<file path="src/pscmd_defines.vh">
// constants for the protection-setting session command interpreter
`ifndef PSCMD_DEFINES_VH
`define PSCMD_DEFINES_VH

// request block word addresses
`define PSCMD_ADDR_REQ_CODE     16'h1f3f
`define PSCMD_ADDR_REQ_COUNT    16'h1f40
`define PSCMD_ADDR_REQ_DEST     16'h1f41
`define PSCMD_ADDR_REQ_SECURITY 16'h1f42
`define PSCMD_ADDR_REQ_PWD_HI   16'h1f43
`define PSCMD_ADDR_REQ_PWD_LO   16'h1f44
`define PSCMD_ADDR_REQ_KEY_HI   16'h1f45
`define PSCMD_ADDR_REQ_KEY_LO   16'h1f46

// response block word addresses
`define PSCMD_ADDR_RSP_CODE     16'h1f53
`define PSCMD_ADDR_RSP_STATUS   16'h1f54
`define PSCMD_ADDR_RSP_BYTES    16'h1f55
`define PSCMD_ADDR_RSP_KEY_HI   16'h1f56
`define PSCMD_ADDR_RSP_KEY_LO   16'h1f57
`define PSCMD_ADDR_RSP_APPLY    16'h1f58

// command codes
`define PSCMD_CODE_OPEN         16'h078a
`define PSCMD_CODE_APPLY        16'h078c
`define PSCMD_CODE_STATUS       16'h0784
`define PSCMD_CODE_CLOSE        16'h078d
`define PSCMD_CODE_SUBMIT_FIRST 16'hc989
`define PSCMD_CODE_SUBMIT_LAST  16'hc98e

// fixed request fields
`define PSCMD_COUNT_OPEN        16'h000a
`define PSCMD_COUNT_SESSION     16'h000e
`define PSCMD_DEST_UNIT         16'h1501
`define PSCMD_SECURITY_TYPE     16'h0001

// returned byte counts
`define PSCMD_BYTES_OPEN        16'h0004
`define PSCMD_BYTES_STATUS      16'h0006
`define PSCMD_BYTES_NONE        16'h0000

// session key limit, largest valid key
`define PSCMD_KEY_MAX           32'hfffffffe

// status codes
`define PSCMD_ERR_NONE          16'h0000
`define PSCMD_ERR_BAD_CODE      16'h0001
`define PSCMD_ERR_BAD_PARAM     16'h0002
`define PSCMD_ERR_PASSWORD      16'h0003
`define PSCMD_ERR_KEY           16'h0004
`define PSCMD_ERR_SEQUENCE      16'h0005
`define PSCMD_ERR_BUSY          16'h0006
`define PSCMD_ERR_LOCKED        16'h0007

// timing
`define PSCMD_CLK_HZ            64'd50000000
`define PSCMD_TIMEOUT_S         64'd300
// five minutes at 50 MHz, sized to the timer width
`define PSCMD_TIMEOUT_CYCLES    36'd15000000000
`define PSCMD_TIMER_W           36
`define PSCMD_APPLY_CYCLES      8'h10

`endif

</file>
<file path="src/pscmd_timer.v">
// session inactivity timer with restart, stop and one-cycle expiry pulse
`include "pscmd_defines.vh"

module pscmd_timer #(
  parameter [`PSCMD_TIMER_W-1:0] LIMIT = 36'h000000010
) (
  input  wire core_clk_in,
  input  wire rst_b_in,
  input  wire restart_in,
  input  wire stop_in,
  output wire expire_out
);

  reg [`PSCMD_TIMER_W-1:0] count;
  reg                      running;
  reg                      expire;

  assign expire_out = expire;

  // count up while running, fire once at the limit
  always @(posedge core_clk_in or negedge rst_b_in) begin
    if (!rst_b_in) begin
      count   <= 36'h000000000;
      running <= 1'b0;
      expire  <= 1'b0;
    end else begin
      expire <= 1'b0;
      if (restart_in) begin
        count   <= 36'h000000000;
        running <= 1'b1;
      end else if (stop_in) begin
        running <= 1'b0;
      end else if (running) begin
        if (count >= LIMIT - 36'h000000001) begin
          running <= 1'b0;
          expire  <= 1'b1;
        end else begin
          count <= count + 36'h000000001;
        end
      end
    end
  end

endmodule

</file>
<file path="src/pscmd_session.v">
// protection-setting session command interpreter with request and response registers
`include "pscmd_defines.vh"

// Behaviour
// RQ1: open needs code 1930 and ten parameters plus destination, security, password.
// RQ2: apply needs code 1932, fourteen parameters, password and session key.
// RQ3: apply status query uses 1924, fourteen parameters, zero password, session key.
// RQ4: close needs code 1933, fourteen parameters, password and session key.
// RQ5: requests carry destination 0x1501 and security type 1.
// RQ6: successful open returns code, status, byte count 4 and new key.
// RQ7: status zero means success; nonzero is a generic error code.
// RQ8: apply status reply returns 6 bytes and echoes the requested key.
// RQ9: apply status word is 1 while apply runs, else 0.
// RQ10: open, apply, close and submits need the administrator password.
// RQ11: submit codes 51593 to 51598 select six protection functions.
// RQ12: session key is 32-bit unsigned, never all ones.
// RQ13: request registers are write-only, response registers read-only.
// RQ14: one session at a time; other interfaces blocked while open.
// RQ15: session times out five minutes after open or unapplied submit.
// RQ16: active settings stay until apply, then switch all at once.
// RQ17: wrong session key gives nonzero status and no change.
module pscmd_session #(
  parameter [`PSCMD_TIMER_W-1:0] TIMEOUT_CYCLES = `PSCMD_TIMEOUT_CYCLES
) (
  input  wire        core_clk_in,
  input  wire        rst_b_in,
  input  wire        reg_wr_en_in,
  input  wire        reg_rd_en_in,
  input  wire [15:0] reg_addr_in,
  input  wire [15:0] reg_wr_data_in,
  input  wire        execute_in,
  input  wire [31:0] admin_password_in,
  output reg  [15:0] reg_rd_data_out,
  output reg         cmd_done_out,
  output wire        session_open_out,
  output wire        external_lock_out,
  output reg         submit_strobe_out,
  output reg  [2:0]  submit_function_out,
  output reg         apply_commit_out,
  output wire        apply_busy_out,
  output wire        session_timeout_out
);

  // one-hot session states
  localparam [3:0] ST_IDLE      = 4'b0001;
  localparam [3:0] ST_OPEN      = 4'b0010;
  localparam [3:0] ST_SUBMITTED = 4'b0100;
  localparam [3:0] ST_APPLYING  = 4'b1000;

  // request block
  reg [15:0] req_code;
  reg [15:0] req_count;
  reg [15:0] req_dest;
  reg [15:0] req_security;
  reg [31:0] req_password;
  reg [31:0] req_key;

  // response block
  reg [15:0] rsp_code;
  reg [15:0] rsp_status;
  reg [15:0] rsp_bytes;
  reg [31:0] rsp_key;
  reg [15:0] rsp_apply;

  reg [3:0]  state;
  reg [31:0] session_key;
  reg [31:0] key_source;
  reg [7:0]  apply_count;

  reg [3:0]  next_state;
  reg [15:0] next_status;
  reg [15:0] next_bytes;
  reg [31:0] next_rsp_key;
  reg [15:0] next_apply;
  reg        next_submit;
  reg        next_apply_start;
  reg        timer_restart;
  reg        timer_stop;

  wire       timeout;
  wire       apply_done;
  wire       is_submit;
  wire       hdr_ok;
  wire       pwd_ok;
  wire       key_ok;
  wire       in_session;
  wire [31:0] fresh_key;
  wire [15:0] submit_index;

  assign in_session          = (state != ST_IDLE);
  assign session_open_out    = in_session;
  // RQ14 block others
  assign external_lock_out   = in_session;
  assign apply_busy_out      = (state == ST_APPLYING);
  assign session_timeout_out = timeout;
  assign apply_done          = (state == ST_APPLYING) && (apply_count == 8'h00);

  // RQ5 destination and security
  assign hdr_ok = (req_dest == `PSCMD_DEST_UNIT) && (req_security == `PSCMD_SECURITY_TYPE);
  // RQ10 administrator password
  assign pwd_ok = (req_password == admin_password_in);
  // RQ17 key must match
  assign key_ok = (req_key == session_key);
  // RQ11 submit code range
  assign is_submit = (req_code >= `PSCMD_CODE_SUBMIT_FIRST) && (req_code <= `PSCMD_CODE_SUBMIT_LAST);
  assign submit_index = req_code - `PSCMD_CODE_SUBMIT_FIRST;
  // RQ12 skip the all-ones key
  assign fresh_key = (key_source > `PSCMD_KEY_MAX) ? 32'h00000000 : key_source;

  pscmd_timer #(
    .LIMIT(TIMEOUT_CYCLES)
  ) u_timer (
    .core_clk_in(core_clk_in),
    .rst_b_in   (rst_b_in),
    .restart_in (timer_restart),
    .stop_in    (timer_stop),
    .expire_out (timeout)
  );

  // RQ13 write-only request registers, writes elsewhere ignored
  always @(posedge core_clk_in or negedge rst_b_in) begin
    if (!rst_b_in) begin
      req_code     <= 16'h0000;
      req_count    <= 16'h0000;
      req_dest     <= 16'h0000;
      req_security <= 16'h0000;
      req_password <= 32'h00000000;
      req_key      <= 32'h00000000;
    end else if (reg_wr_en_in) begin
      case (reg_addr_in)
        `PSCMD_ADDR_REQ_CODE:     req_code <= reg_wr_data_in;
        `PSCMD_ADDR_REQ_COUNT:    req_count <= reg_wr_data_in;
        `PSCMD_ADDR_REQ_DEST:     req_dest <= reg_wr_data_in;
        `PSCMD_ADDR_REQ_SECURITY: req_security <= reg_wr_data_in;
        `PSCMD_ADDR_REQ_PWD_HI:   req_password[31:16] <= reg_wr_data_in;
        `PSCMD_ADDR_REQ_PWD_LO:   req_password[15:0] <= reg_wr_data_in;
        `PSCMD_ADDR_REQ_KEY_HI:   req_key[31:16] <= reg_wr_data_in;
        `PSCMD_ADDR_REQ_KEY_LO:   req_key[15:0] <= reg_wr_data_in;
        default:                  req_code <= req_code;
      endcase
    end
  end

  // RQ13 read-only response registers, others read zero
  always @(posedge core_clk_in or negedge rst_b_in) begin
    if (!rst_b_in) begin
      reg_rd_data_out <= 16'h0000;
    end else if (reg_rd_en_in) begin
      case (reg_addr_in)
        `PSCMD_ADDR_RSP_CODE:   reg_rd_data_out <= rsp_code;
        `PSCMD_ADDR_RSP_STATUS: reg_rd_data_out <= rsp_status;
        `PSCMD_ADDR_RSP_BYTES:  reg_rd_data_out <= rsp_bytes;
        `PSCMD_ADDR_RSP_KEY_HI: reg_rd_data_out <= rsp_key[31:16];
        `PSCMD_ADDR_RSP_KEY_LO: reg_rd_data_out <= rsp_key[15:0];
        `PSCMD_ADDR_RSP_APPLY:  reg_rd_data_out <= rsp_apply;
        default:                reg_rd_data_out <= 16'h0000;
      endcase
    end
  end

  // command decode and session sequencing
  always @* begin
    next_state       = state;
    next_status      = `PSCMD_ERR_NONE;
    next_bytes       = `PSCMD_BYTES_NONE;
    next_rsp_key     = 32'h00000000;
    next_apply       = 16'h0000;
    next_submit      = 1'b0;
    next_apply_start = 1'b0;
    timer_restart    = 1'b0;
    timer_stop       = 1'b0;
    if (apply_done) begin
      // settings now active, give a fresh window before close
      next_state    = ST_OPEN;
      timer_restart = 1'b1;
    end else if (timeout && (state == ST_OPEN || state == ST_SUBMITTED)) begin
      // RQ15 timeout ends session
      next_state = ST_IDLE;
    end
    if (execute_in) begin
      if (!hdr_ok) begin
        next_status = `PSCMD_ERR_BAD_PARAM;
      end else if (req_code == `PSCMD_CODE_OPEN) begin
        // RQ1 open request
        if (req_count != `PSCMD_COUNT_OPEN) begin
          next_status = `PSCMD_ERR_BAD_PARAM;
        end else if (!pwd_ok) begin
          next_status = `PSCMD_ERR_PASSWORD;
        end else if (in_session) begin
          next_status = `PSCMD_ERR_LOCKED;
        end else begin
          // RQ6 open reply
          next_bytes    = `PSCMD_BYTES_OPEN;
          next_rsp_key  = fresh_key;
          next_state    = ST_OPEN;
          timer_restart = 1'b1;
        end
      end else if (req_code == `PSCMD_CODE_STATUS) begin
        // RQ3 status query
        if (req_count != `PSCMD_COUNT_SESSION || req_password != 32'h00000000) begin
          next_status = `PSCMD_ERR_BAD_PARAM;
        end else if (!in_session || !key_ok) begin
          next_status = `PSCMD_ERR_KEY;
        end else begin
          // RQ8 six bytes, echoed key
          next_bytes   = `PSCMD_BYTES_STATUS;
          next_rsp_key = req_key;
          // RQ9 apply in progress word
          next_apply   = (state == ST_APPLYING && !apply_done) ? 16'h0001 : 16'h0000;
        end
      end else if (req_code == `PSCMD_CODE_APPLY || req_code == `PSCMD_CODE_CLOSE || is_submit) begin
        // RQ2 RQ4 fixed count for apply and close
        if (!is_submit && req_count != `PSCMD_COUNT_SESSION) begin
          next_status = `PSCMD_ERR_BAD_PARAM;
        end else if (!pwd_ok) begin
          next_status = `PSCMD_ERR_PASSWORD;
        end else if (!in_session || !key_ok) begin
          // RQ17 key mismatch, nothing changes
          next_status = `PSCMD_ERR_KEY;
        end else if (state == ST_APPLYING && !apply_done) begin
          next_status = `PSCMD_ERR_BUSY;
        end else if (req_code == `PSCMD_CODE_CLOSE) begin
          // RQ4 close discards any unapplied submit
          next_state = ST_IDLE;
          timer_stop = 1'b1;
        end else if (req_code == `PSCMD_CODE_APPLY) begin
          if (state != ST_SUBMITTED) begin
            next_status = `PSCMD_ERR_SEQUENCE;
          end else begin
            // RQ16 start the one-shot swap
            next_state       = ST_APPLYING;
            next_apply_start = 1'b1;
            timer_stop       = 1'b1;
          end
        end else begin
          // RQ15 submit restarts the window
          next_submit   = 1'b1;
          next_state    = ST_SUBMITTED;
          timer_restart = 1'b1;
        end
      end else begin
        // RQ7 unknown code fails
        next_status = `PSCMD_ERR_BAD_CODE;
      end
    end
  end

  // state, key and apply countdown
  always @(posedge core_clk_in or negedge rst_b_in) begin
    if (!rst_b_in) begin
      state       <= ST_IDLE;
      session_key <= 32'h00000000;
      key_source  <= 32'h00000000;
      apply_count <= 8'h00;
    end else begin
      key_source <= key_source + 32'h9e3779b9; // free-running key source
      case (next_state)
        ST_IDLE, ST_OPEN, ST_SUBMITTED, ST_APPLYING: state <= next_state;
        default:                                      state <= ST_IDLE;
      endcase
      if (execute_in && req_code == `PSCMD_CODE_OPEN && next_state == ST_OPEN && state == ST_IDLE) begin
        session_key <= fresh_key;
      end
      if (next_apply_start) begin
        apply_count <= `PSCMD_APPLY_CYCLES;
      end else if (state == ST_APPLYING && apply_count != 8'h00) begin
        apply_count <= apply_count - 8'h01;
      end
    end
  end

  // RQ7 response block, done and submit strobes one cycle after execute, commit strobe one cycle after apply ends
  always @(posedge core_clk_in or negedge rst_b_in) begin
    if (!rst_b_in) begin
      rsp_code            <= 16'h0000;
      rsp_status          <= 16'h0000;
      rsp_bytes           <= 16'h0000;
      rsp_key             <= 32'h00000000;
      rsp_apply           <= 16'h0000;
      cmd_done_out        <= 1'b0;
      submit_strobe_out   <= 1'b0;
      submit_function_out <= 3'h0;
      apply_commit_out    <= 1'b0;
    end else begin
      cmd_done_out      <= execute_in;
      submit_strobe_out <= next_submit;
      // RQ16 commit pulse swaps all settings together
      apply_commit_out  <= apply_done;
      if (next_submit) begin
        submit_function_out <= submit_index[2:0];
      end
      if (execute_in) begin
        rsp_code   <= req_code;
        rsp_status <= next_status;
        rsp_bytes  <= next_bytes;
        rsp_key    <= next_rsp_key;
        rsp_apply  <= next_apply;
      end
    end
  end

endmodule

</file>
<file path="config.mk">
export PLATFORM = sky130hd
export DESIGN_NAME = pscmd_session
export DESIGN_NICKNAME = d
export VERILOG_FILES = /design/src/pscmd_timer.v /design/src/pscmd_session.v
export VERILOG_INCLUDE_DIRS = /design/src
export SDC_FILE = /design/constraint.sdc
export NUM_CORES = 1
export LEC_CHECK = 0
export ABC_AREA = 0
export ABC_CLOCK_PERIOD_IN_PS = 7900
export BUFFER_PORTS_ARGS = -buffer_cell sky130_fd_sc_hd__buf_4
export CELL_PAD_IN_SITES_DETAIL_PLACEMENT = 1
export CELL_PAD_IN_SITES_GLOBAL_PLACEMENT = 2
export CORE_UTILIZATION = 44
export DETAILED_ROUTE_END_ITERATION = 8
export GPL_ROUTABILITY_DRIVEN = 0
export PLACE_DENSITY_LB_ADDON = 0.25
export REMOVE_ABC_BUFFERS = 1
export SYNTH_ARGS = -nofsm -noshare
export SYNTH_HDL_FRONTEND = slang
export SYNTH_HIERARCHICAL = 1
export SYNTH_SLANG_ARGS = --single-unit
</file>
<file path="constraint.sdc">
create_clock -name core_clk_in -period 7.9 [get_ports core_clk_in]
set_input_delay 0.395 -clock core_clk_in [delete_from_list [all_inputs] [get_ports core_clk_in]]
set_output_delay 0.395 -clock core_clk_in [all_outputs]
set_load 0.05 [all_outputs]
</file>
; Word level (Yosys, flattened, before mapping)
; Cells that the tools add are included.
[word_totals]
inputBits = 69
elab_cells = 223
register_bits = 360
out_inout_bits = 26
[classes]
reduce_logical = 34
add_sub_neg = 4
n_eq_ne = 36
order_cmp = 4
n_mux = 120
[ops]
columns = op, count
row1 = $mux W32, 9
row2 = $eq A16 B13 Y1 const B, 15
row3 = $mux W36, 4
row4 = $mux W16, 6
row5 = $pmux W16 S6, 1
row6 = $mux W4, 18
row7 = $eq A16 B11 Y1 const B, 4
row8 = $eq A32 B32 Y1, 2
row9 = $mux W1, 62
row10 = $mux W3, 18
row11 = $add A36 B1 Y36 const B, 1
row12 = $ge A36 B34 Y1 const B, 1
row13 = $add A32 B32 Y32 const B, 1
row14 = $gt A32 B32 Y1 const B, 1
row15 = $ne A16 B4 Y1 const B, 2
row16 = $reduce_bool A32 Y1, 1
row17 = $eq A16 B1 Y1 const B, 1
row18 = $ge A16 B16 Y1 const B, 1
row19 = $le A16 B16 Y1 const B, 1
row20 = $mux W8, 2
row21 = $reduce_and A2 Y1, 8
row22 = $logic_and A1 B1 Y1, 10
row23 = $eq A4 B1 Y1 const B, 2
row24 = $eq A4 B2 Y1 const B, 2
row25 = other kinds (14), 25

; Longest topological paths before layout
; Gate-level depths: netlist (run 1).
[depth]
depth_word = 20
mapped_depth = 15
mapped_depth_nobuf = 14

; By module
; The synthesis (run 1) kept the hierarchy.
[by_module_without_submodules]
columns = mod, instances, area_per_inst_um2, seq_area_each_um2, cells_per_inst
row1 = pscmd_session, 1, 12627.1, 7008.0, 1092
row2 = pscmd_timer, 1, 2099.5, 950.9, 222

; Worst setup path before layout (run 1)
; OpenSTA, ideal clock, no wires.
[synth_timing]
path_type = reg2reg
start = register state[1]
end = register u_timer.count[15]
path_slack_ns = 3.585
path_buffers = 0
stages_incl_launch_ff = 12
t_arrival_ns = 4.183
period_less_slack_ns = 4.315
setup_time_ns = 0.132
required_time_ns = 7.768
cell_sequence = dfrtp_1 -> nor4_1 -> nand2_1 -> or2b_2 -> or3_2 -> nor3_1 -> nand2b_1 -> nor3_1 -> o2111ai_1 -> nor4b_1 -> xnor2_1 -> nor2_1
[synth_between]
elab_cells_between_ends = 40
classes_between = eq/ne (5) / mux (28) / reduce/logical (7)
[synth_rtl]
columns = element, line
row1 = start: declaration, pscmd_session.v:65  ; reg [3:0] state;
row2 = start signal: assignment, pscmd_session.v:258  ; ST_IDLE, ST_OPEN, ST_SUBMITTED, ST_APPLYING: state <= next_state;
row3 = $eq A4 B4 Y1 (*), -
row4 = via apply_busy_out, pscmd_session.v:40  ; output wire apply_busy_out,
row5 = $logic_and A1 B1 Y1, pscmd_session.v:96  ; assign apply_done = (state == ST_APPLYING) && (apply_count == 8'h00);
row6 = $logic_not A1 Y1, pscmd_session.v:220  ; end else if (state == ST_APPLYING && !apply_done) begin
row7 = $logic_and A1 B1 Y1 (*), pscmd_session.v:220
row8 = $mux W1 (*), pscmd_session.v:220
row9 = $mux W1 (*), pscmd_session.v:217  ; end else if (!in_session || !key_ok) begin
row10 = $mux W1 (*), pscmd_session.v:215  ; end else if (!pwd_ok) begin
row11 = $mux W1 (*), pscmd_session.v:213  ; if (!is_submit && req_count != `PSCMD_COUNT_SESSION) begin
row12 = $mux W1 (*), pscmd_session.v:211  ; end else if (req_code == `PSCMD_CODE_APPLY || req_code == `PSCMD_CODE_CLOSE || is_submit) begin
row13 = $mux W1 (*), pscmd_session.v:198  ; end else if (req_code == `PSCMD_CODE_STATUS) begin
row14 = $mux W1 (*), pscmd_session.v:183  ; end else if (req_code == `PSCMD_CODE_OPEN) begin
row15 = $mux W1 (*), pscmd_session.v:181  ; if (!hdr_ok) begin
row16 = $mux W1 (*), pscmd_session.v:180  ; if (execute_in) begin
row17 = via timer_stop, pscmd_session.v:78  ; reg timer_stop;
row18 = $ne A2 B2 Y1 (no source line) (*), -
row19 = $reduce_and A3 Y1 (no source line) (*), -
row20 = end signal: assignment, pscmd_timer.v:38  ; count <= count + 36'h000000001;
row21 = end: declaration, pscmd_timer.v:14  ; reg [`PSCMD_TIMER_W-1:0] count;
; Mark *: on every way through the listed nets, which the timed path passes. The rest lies on a longest branch.
; A chain may end at the register's enable or synchronous reset.

; Final worst setup path (run 1)
[layout_timing]
start = register state[0]
end = register u_timer.count[15]
[layout_between]
elab_cells_between_ends = 40
classes_between = eq/ne (5) / mux (28) / reduce/logical (7)
[layout_rtl]
columns = element, line
row1 = $ne A4 B3 Y1 / $eq A4 B4 Y1 (equally long branches), "pscmd_session.v:227, pscmd_session.v:96, pscmd_session.v:220"
row2 = $mux W1 / $logic_and A1 B1 Y1 (equally long branches), "pscmd_session.v:227, pscmd_session.v:96"
row3 = $mux W1 / $logic_not A1 Y1 (equally long branches), "pscmd_session.v:226, pscmd_session.v:220"
row4 = $mux W1 / $logic_and A1 B1 Y1 (equally long branches), "pscmd_session.v:222, pscmd_session.v:220"
row5 = $mux W1, pscmd_session.v:220
row6 = $mux W1 (*), pscmd_session.v:217
row7 = $mux W1 (*), pscmd_session.v:215
row8 = $mux W1 (*), pscmd_session.v:213
row9 = $mux W1 (*), pscmd_session.v:211
row10 = $mux W1 (*), pscmd_session.v:198
row11 = $mux W1 (*), pscmd_session.v:183
row12 = $mux W1 (*), pscmd_session.v:181
row13 = $mux W1 (*), pscmd_session.v:180
row14 = via timer_stop, pscmd_session.v:78
row15 = $ne A2 B2 Y1 (no source line) (*), -
row16 = $reduce_and A3 Y1 (no source line) (*), -
; Marks and branches as above.

==> results.md, run 1 <==
* Post-CTS resize count at 0
* Final Hold Viols at 0
* Average cell area after synthesis at 11.2 um^2
* Vias/cell at 5.74
* Worst Hold Path EP: cmd_done_out
* GRT Overall Usage at 0.261
* Distinct cells, synth at 82
* CTS tree: done
* Number of synthesized flops with an enable pin at 0
* Starting density of the core at 0.450
* Final WL at 43,400 um
* Hold path startpoint: execute_in
* Layout Nets at 1,491
* WP data arrival at 4890 ps
* Clock Skews at 12.7 ps
* Synth Area in Adders at 0.00595
* CTS Buffer Depth at 3
* Synth top area share at 0.539
* Filler cells at 3,487
* Worst-Skew Late Latency at 520 ps
* Final std cell area, no fill at 17,200 um^2
* #FFs+latches synth at 318
* Pwr Density at 205 nW/um^2
* Min Tclk post-route at 4500 ps
* Mux cell area share after synthesis at 0.110
* Outcome: finished clean
* Die width at 185 um
* Yosys top cell by area: dfrtp_1
* Core area at 32,700 um^2
* CTS H-tree lvls at 2
* Fmax at 222 MHz
* Drt wl/cell at 23.1 um
* Commonest cells in the netlist: dfrtp_1, nand2_1, mux2_2, xnor2_1, nor2_1
* I/O pin total at 95
* Reg2reg setup slack at 3400 ps
* Synth area leaders: dfrtp_1, mux2_2, xnor2_1, nand2_1, nor2_1
* Root buf cell: clkbuf_16
* Setup TNS Final at 0 ps
* Worst Hold Depth at 1
* Final setup viols at 0
* Ys async rst share at 1.00
* Vias in the first global route at 11,400
* Unrepaired setup endpoints after global routing: false
* Hpwl dp at 29,400 um
* Largest fanout on the critical path at 6
* Die ar. at 34,200 um^2
* Post-synthesis cell area at 14,700 um^2
* Slew Limit Headroom at 0.269
* Drt pass-1 iters at 7
* Largest net degree at the start of global routing at 127
* Main flop type after synthesis: dfrtp_1
* Initial antenna violation count at 0
* First-pass GRT wire length at 67,600 um
* Crit end category: register
* WP data required at 8280 ps
* R2R cell count at 14
* DR vias at 10,800
* # rows at 66
* Maxcap violations at 0
* Total power at 3520 uW
* Max VDD drop at 0.108 mV
* Cell with the most instances after synthesis: dfrtp_1
* Layout area overhead at 16.6%
* Dpl cell area at 15,900 um^2
* Crit Reg-Reg Startpoint: state[0]
* FF-to-FF End: u_timer/count[15]
* Worst-margin pin slew at 1080 ps
* Clk sinks at 318
* Largest family of logic cells by synthesized area: simple AND/OR/NAND/NOR gates
* Num CTS Buffers at 37
* Slew Viols, Final at 0
* Worst hold slack at 201 ps
* Post-Synthesis Cells at 1,314
* DRC viols at 0
* Finished Core Util at 0.525
* Simple logic cell fraction of the synthesized area at 0.177
* Ant. Diodes at 0
* IO Port Bufs at 94
* Crit Path Category: register to register
* Sequential area share after synthesis at 0.540
* Tcrit/Tclk final at 0.570
* Final ANT Viol Nets at 0
* Lkg Pwr at 0.00798 uW
* Die Span Y at 185 um
* Post-synthesis compound-gate area fraction at 0.0780
* CP startpoint kind: register
* Hold/Removal Path Class: input pin to register
* Global route overflow at 0
* Synth warnings at 6
* Layout cells sized above 1 at 0.244
* Clock-pin slew on the worst setup and hold paths at 60 ps
* DRT iter0 DRCs at 685
* Xor/xnor share of the synthesized area at 0.0684
## cell usage in the layout (no fill, tap or decap), types with 6 or more instances in the layout
cell / netlist / final
dfrtp_1: 317 / 317
nand2_1: 173 / 173
o21ai_0: 19 / 19
or4_1: 13 / 13
nor2_1: 85 / 82
nor4b_1: 7 / 7
nand2b_1: 8 / 8
inv_1: 19 / 19
nand4_1: 38 / 38
o31ai_1: 9 / 9
a31oi_1: 7 / 7
nor3_1: 33 / 32
clkbuf_16: 0 / 39
a22oi_1: 35 / 35
or2_2: 6 / 6
buf_4: 2 / 108
ha_1: 7 / 7
clkbuf_8: 0 / 7
nor4_1: 42 / 40
xor2_1: 18 / 18
clkbuf_1: 37 / 8
mux2_2: 142 / 142
xnor2_1: 97 / 97
a21oi_1: 38 / 38
or3_1: 9 / 9
a222oi_1: 16 / 16
nor2b_1: 9 / 9
nand3_1: 29 / 29
## flip-flops by register name, summed over array words and instances (netlist names), 32 cells and up
name           cells
u_timer/count     36
key_source        32
req_key           32
req_password      32
rsp_key           32
session_key       32
## how the worst max path moves through the flow
stage / slack, ps / to / startpoint
3_3_place_gp: 3480 / u_timer/count[26] / state[0]
5_1_grt: 3080 / u_timer/count[23] / state[0]
3_5_place_dp: 3390 / u_timer/count[23] / state[0]
6_report: 3400 / u_timer/count[15] / state[0]
4_1_cts: 3360 / u_timer/count[23] / state[0]
2_1_floorplan: 3510 / u_timer/count[26] / state[1]
## power by group
group          total, uW  internal [uW]  switching (uW)  leakage [uW]
logic                143           42.8             100       0.00308
registers           1640           1640            3.83       0.00429
clock network       1740           1070             675      0.000608
## worst max-delay path: stages (launching register included)
cell       delay [ps]
dfstp_2           570
nor4b_1           880
inv_1             260
nand3_1           200
nor4_1            100
nand4_1           240
or2b_2            200
or3_2             120
nor3_1             70
nand2b_1          240
nor3_1            420
o2111ai_1         430
nor4b_1           420
xnor2_1           160
nor2_1             60
## per-stage QoR
stage	worst slack [ps]	std cells
after global routing	3080	1882
after global placement	3480	1817
after floorplan	3510	1265
after detailed placement	3390	1817
final	3400	1882
after CTS	3360	1881
## layout make-up
type                    count  area (um^2)  area share
clock buffers              54         1100      0.0642
clock inverters            10          135     0.00787
inverters                  20         75.1     0.00437
multi-input cells         927         6480       0.378
flip-flops and latches    318         7960       0.464
well taps                 442          553      0.0322
repair buffers            111          856      0.0499
## cells by family after synthesis
| logic type | Yosys count |
|---|---|
| simple gates | 502 |
| flops | 318 |
| compound gates | 160 |
| mux | 143 |
| xor+xnor | 115 |
| buf+inv | 69 |
| fa+ha+maj | 7 |
## metal layers
metal / routed length (um) / global-route usage / vias to the layer above / part of all wire
li1: - / - / 4948 / -
met1: 20200 / 0.368 / 5605 / 0.47
met2: 20400 / 0.419 / 191 / 0.47
met3: 1890 / 0.0431 / 50 / 0.044
met4: 852 / 0.0664 / 0 / 0.020
met5: 0 / 0 / - / 0
## timing repair
action                    4_1_cts  5_1_grt
setup buffers                   0        0
hold endpoints to repair        0        2
hold buffers                    0        1
No activity file was read; power rests on OpenSTA's default activity.
==> run 2, diff against run 1 <==
- ABC_CLOCK_PERIOD_IN_PS: 7900 -> 4400
- CORE_UTILIZATION: 44 -> 41
- clock period: 7.9 -> 4.4 ns (I/O delays scaled with it)
==> results.md, run 2 (synthesis results as in run 1) <==
* Largest net degree at the start of global routing at 106
* Final Hold Viols at 0
* Sequential Power Share at 0.466
* Hpwl dp at 29,900 um
* I/O pin total at 95
* Clk sinks at 318
* CTS tree: done
* DR vias at 10,900
* Reg2reg setup slack at 440 ps
* Vias in the first global route at 11,500
* Comb power frac at 0.041
* Slew Viols, Final at 0
* Final ANT Viol Nets at 0
* P_sw at 1410 uW
* Pwr Density at 364 nW/um^2
* Final std cell area, no fill at 17,300 um^2
* Clock-pin slew on the worst setup and hold paths at 60 ps
* Dpl cell area at 16,100 um^2
* Worst-margin pin slew at 997 ps
* Clock power frac at 0.493
* # rows at 69
* First-pass GRT wire length at 68,100 um
* Root buf cell: clkbuf_16
* IO Port Bufs at 94
* Setup TNS Final at 0 ps
* Switching Fraction at 0.224
* Most common cell after layout, fill and taps aside: dfrtp_1
* Fmax at 252 MHz
* Crit end category: register
* GRT Overall Usage at 0.246
* Drt pass-1 iters at 6
* P_int at 4900 uW
* Max reg flops at 36
* Clock Skews at 28.9 ps
* Tcrit/Tclk final at 0.901
* WP data arrival at 4410 ps
* CTS H-tree lvls at 2
* Layout cells sized above 1 at 0.251
* Vias/cell at 5.68
* Lkg Pwr at 0.00806 uW
* Crit Path Category: register to register
* Max VDD drop at 0.206 mV
* Largest register by flop count: u_timer/count
* Outcome: finished clean
* Unrepaired setup endpoints after global routing: false
* Largest fanout on the critical path at 15
* Global route overflow at 0
* Final setup viols at 0
* Die width at 192 um
* Layout area overhead at 17.7%
* Drt wl/cell at 22.5 um
* CP startpoint kind: register
* Core area at 35,500 um^2
* Hold/Removal Path Class: input pin to register
* Most frequent cells in the layout: dfrtp_1, nand2_1, mux2_2, buf_4, xnor2_1
* DRC viols at 0
* Maxcap violations at 0
* CTS Buffer Depth at 3
* Ant. Diodes at 0
* Starting density of the core at 0.415
* Die Span Y at 192 um
* DRT iter0 DRCs at 687
* Layout Nets at 1,508
* Min Tclk post-route at 3960 ps
* Initial antenna violation count at 2
* Final WL at 43,200 um
* Worst-Skew Late Latency at 530 ps
* Num CTS Buffers at 38
* Die ar. at 36,700 um^2
* Slew Limit Headroom at 0.335
* WP data required at 4850 ps
-- run 2: changes by cell type in the layout (fill, tap and decap cells not counted) --
cell / before / now
nor2_2: 4 / 3
bufinv_16: 3 / 2
clkinvlp_4: 1 / 2
buf_4: 108 / 122
clkinv_4: 0 / 1
nor2_1: 82 / 83
clkbuf_1: 8 / 11
inv_6: 2 / 1
buf_12: 1 / 3
clkbuf_8: 7 / 8
-- run 2: what timing repair did --
action | in CTS | in global routing
buffers inserted | 0 | 0
hold buffers | 1 | 0
resized for setup | 0 | 0
endpoints found under the hold margin | 101 | 0
-- run 2: worst paths after layout --
check	startpoint	to	cells after the start
min in group asynchronous	rst_b_in	req_password[14]	2
hold reg to reg	rsp_bytes[1]	rsp_bytes[1]	1
max in group asynchronous	rst_b_in	key_source[27]	3
setup reg to reg	req_code[4]	u_timer/count[30]	13
hold / removal	reg_wr_data_in[12]	req_dest[12]	2
setup / recovery	req_code[4]	u_timer/count[30]	13
-- run 2: cell type report --
type / instances / area (um^2)
multi-input combinational: 927 / 6480
fill: 3850 / 18100
tap: 461 / 577
clock buffer: 58 / 1130
inverter: 20 / 75.1
sequential: 318 / 7960
timing repair buffer: 127 / 1000
clock inverter: 10 / 113
-- run 2: routing by layer --
| layer | vias to the layer above | global-route usage | wire (um) | part of all wire |
|---|---|---|---|---|
| met4 | 0 | 0.0711 | 921 | 0.021 |
| met3 | 54 | 0.0395 | 2020 | 0.047 |
| met2 | 220 | 0.386 | 20100 | 0.47 |
| met1 | 5673 | 0.350 | 20200 | 0.47 |
| li1 | 4962 | - | - | - |
| met5 | - | 0 | 0 | 0 |
-- run 2: power by group through the flow --
| stage | Combinational [uW] | Clock (uW) | Sequential, uW |
|---|---|---|---|
| floorplan | 34.2 | 0 | 3030 |
| global placement | 263 | 0 | 2990 |
| detailed placement | 266 | 0 | 2990 |
| global route | 284 | 3310 | 2940 |
| finish | 260 | 3110 | 2940 |
| CTS | 267 | 3190 | 2940 |
-- run 2: worst max-delay path, stage by stage, from the launching register on --
cell      delay, ps
dfrtp_1         400
or4b_4          580
nor4b_4         520
and2_2          260
or4_2           150
or3_2           120
nor3_1           40
buf_4           150
nand2b_1        190
nor3_1          470
nand3_2         160
buf_4           210
or4_1           470
a21oi_1         170
-- run 2: metrics by stage --
stage / util / cells / total power (uW) / worst slack, ps / hold slack [ps]
after floorplan: - / 1265 / 3070 / 10.3 / -75.6
after global placement: 0.453 / 1852 / 3260 / 557 / 352
after detailed placement: 0.453 / 1852 / 3260 / 470 / 355
after CTS: 0.489 / 1921 / 6400 / 451 / 39.3
after global routing: 0.489 / 1921 / 6540 / 214 / 41.2
final: 0.489 / 1921 / 6310 / 437 / 55.9
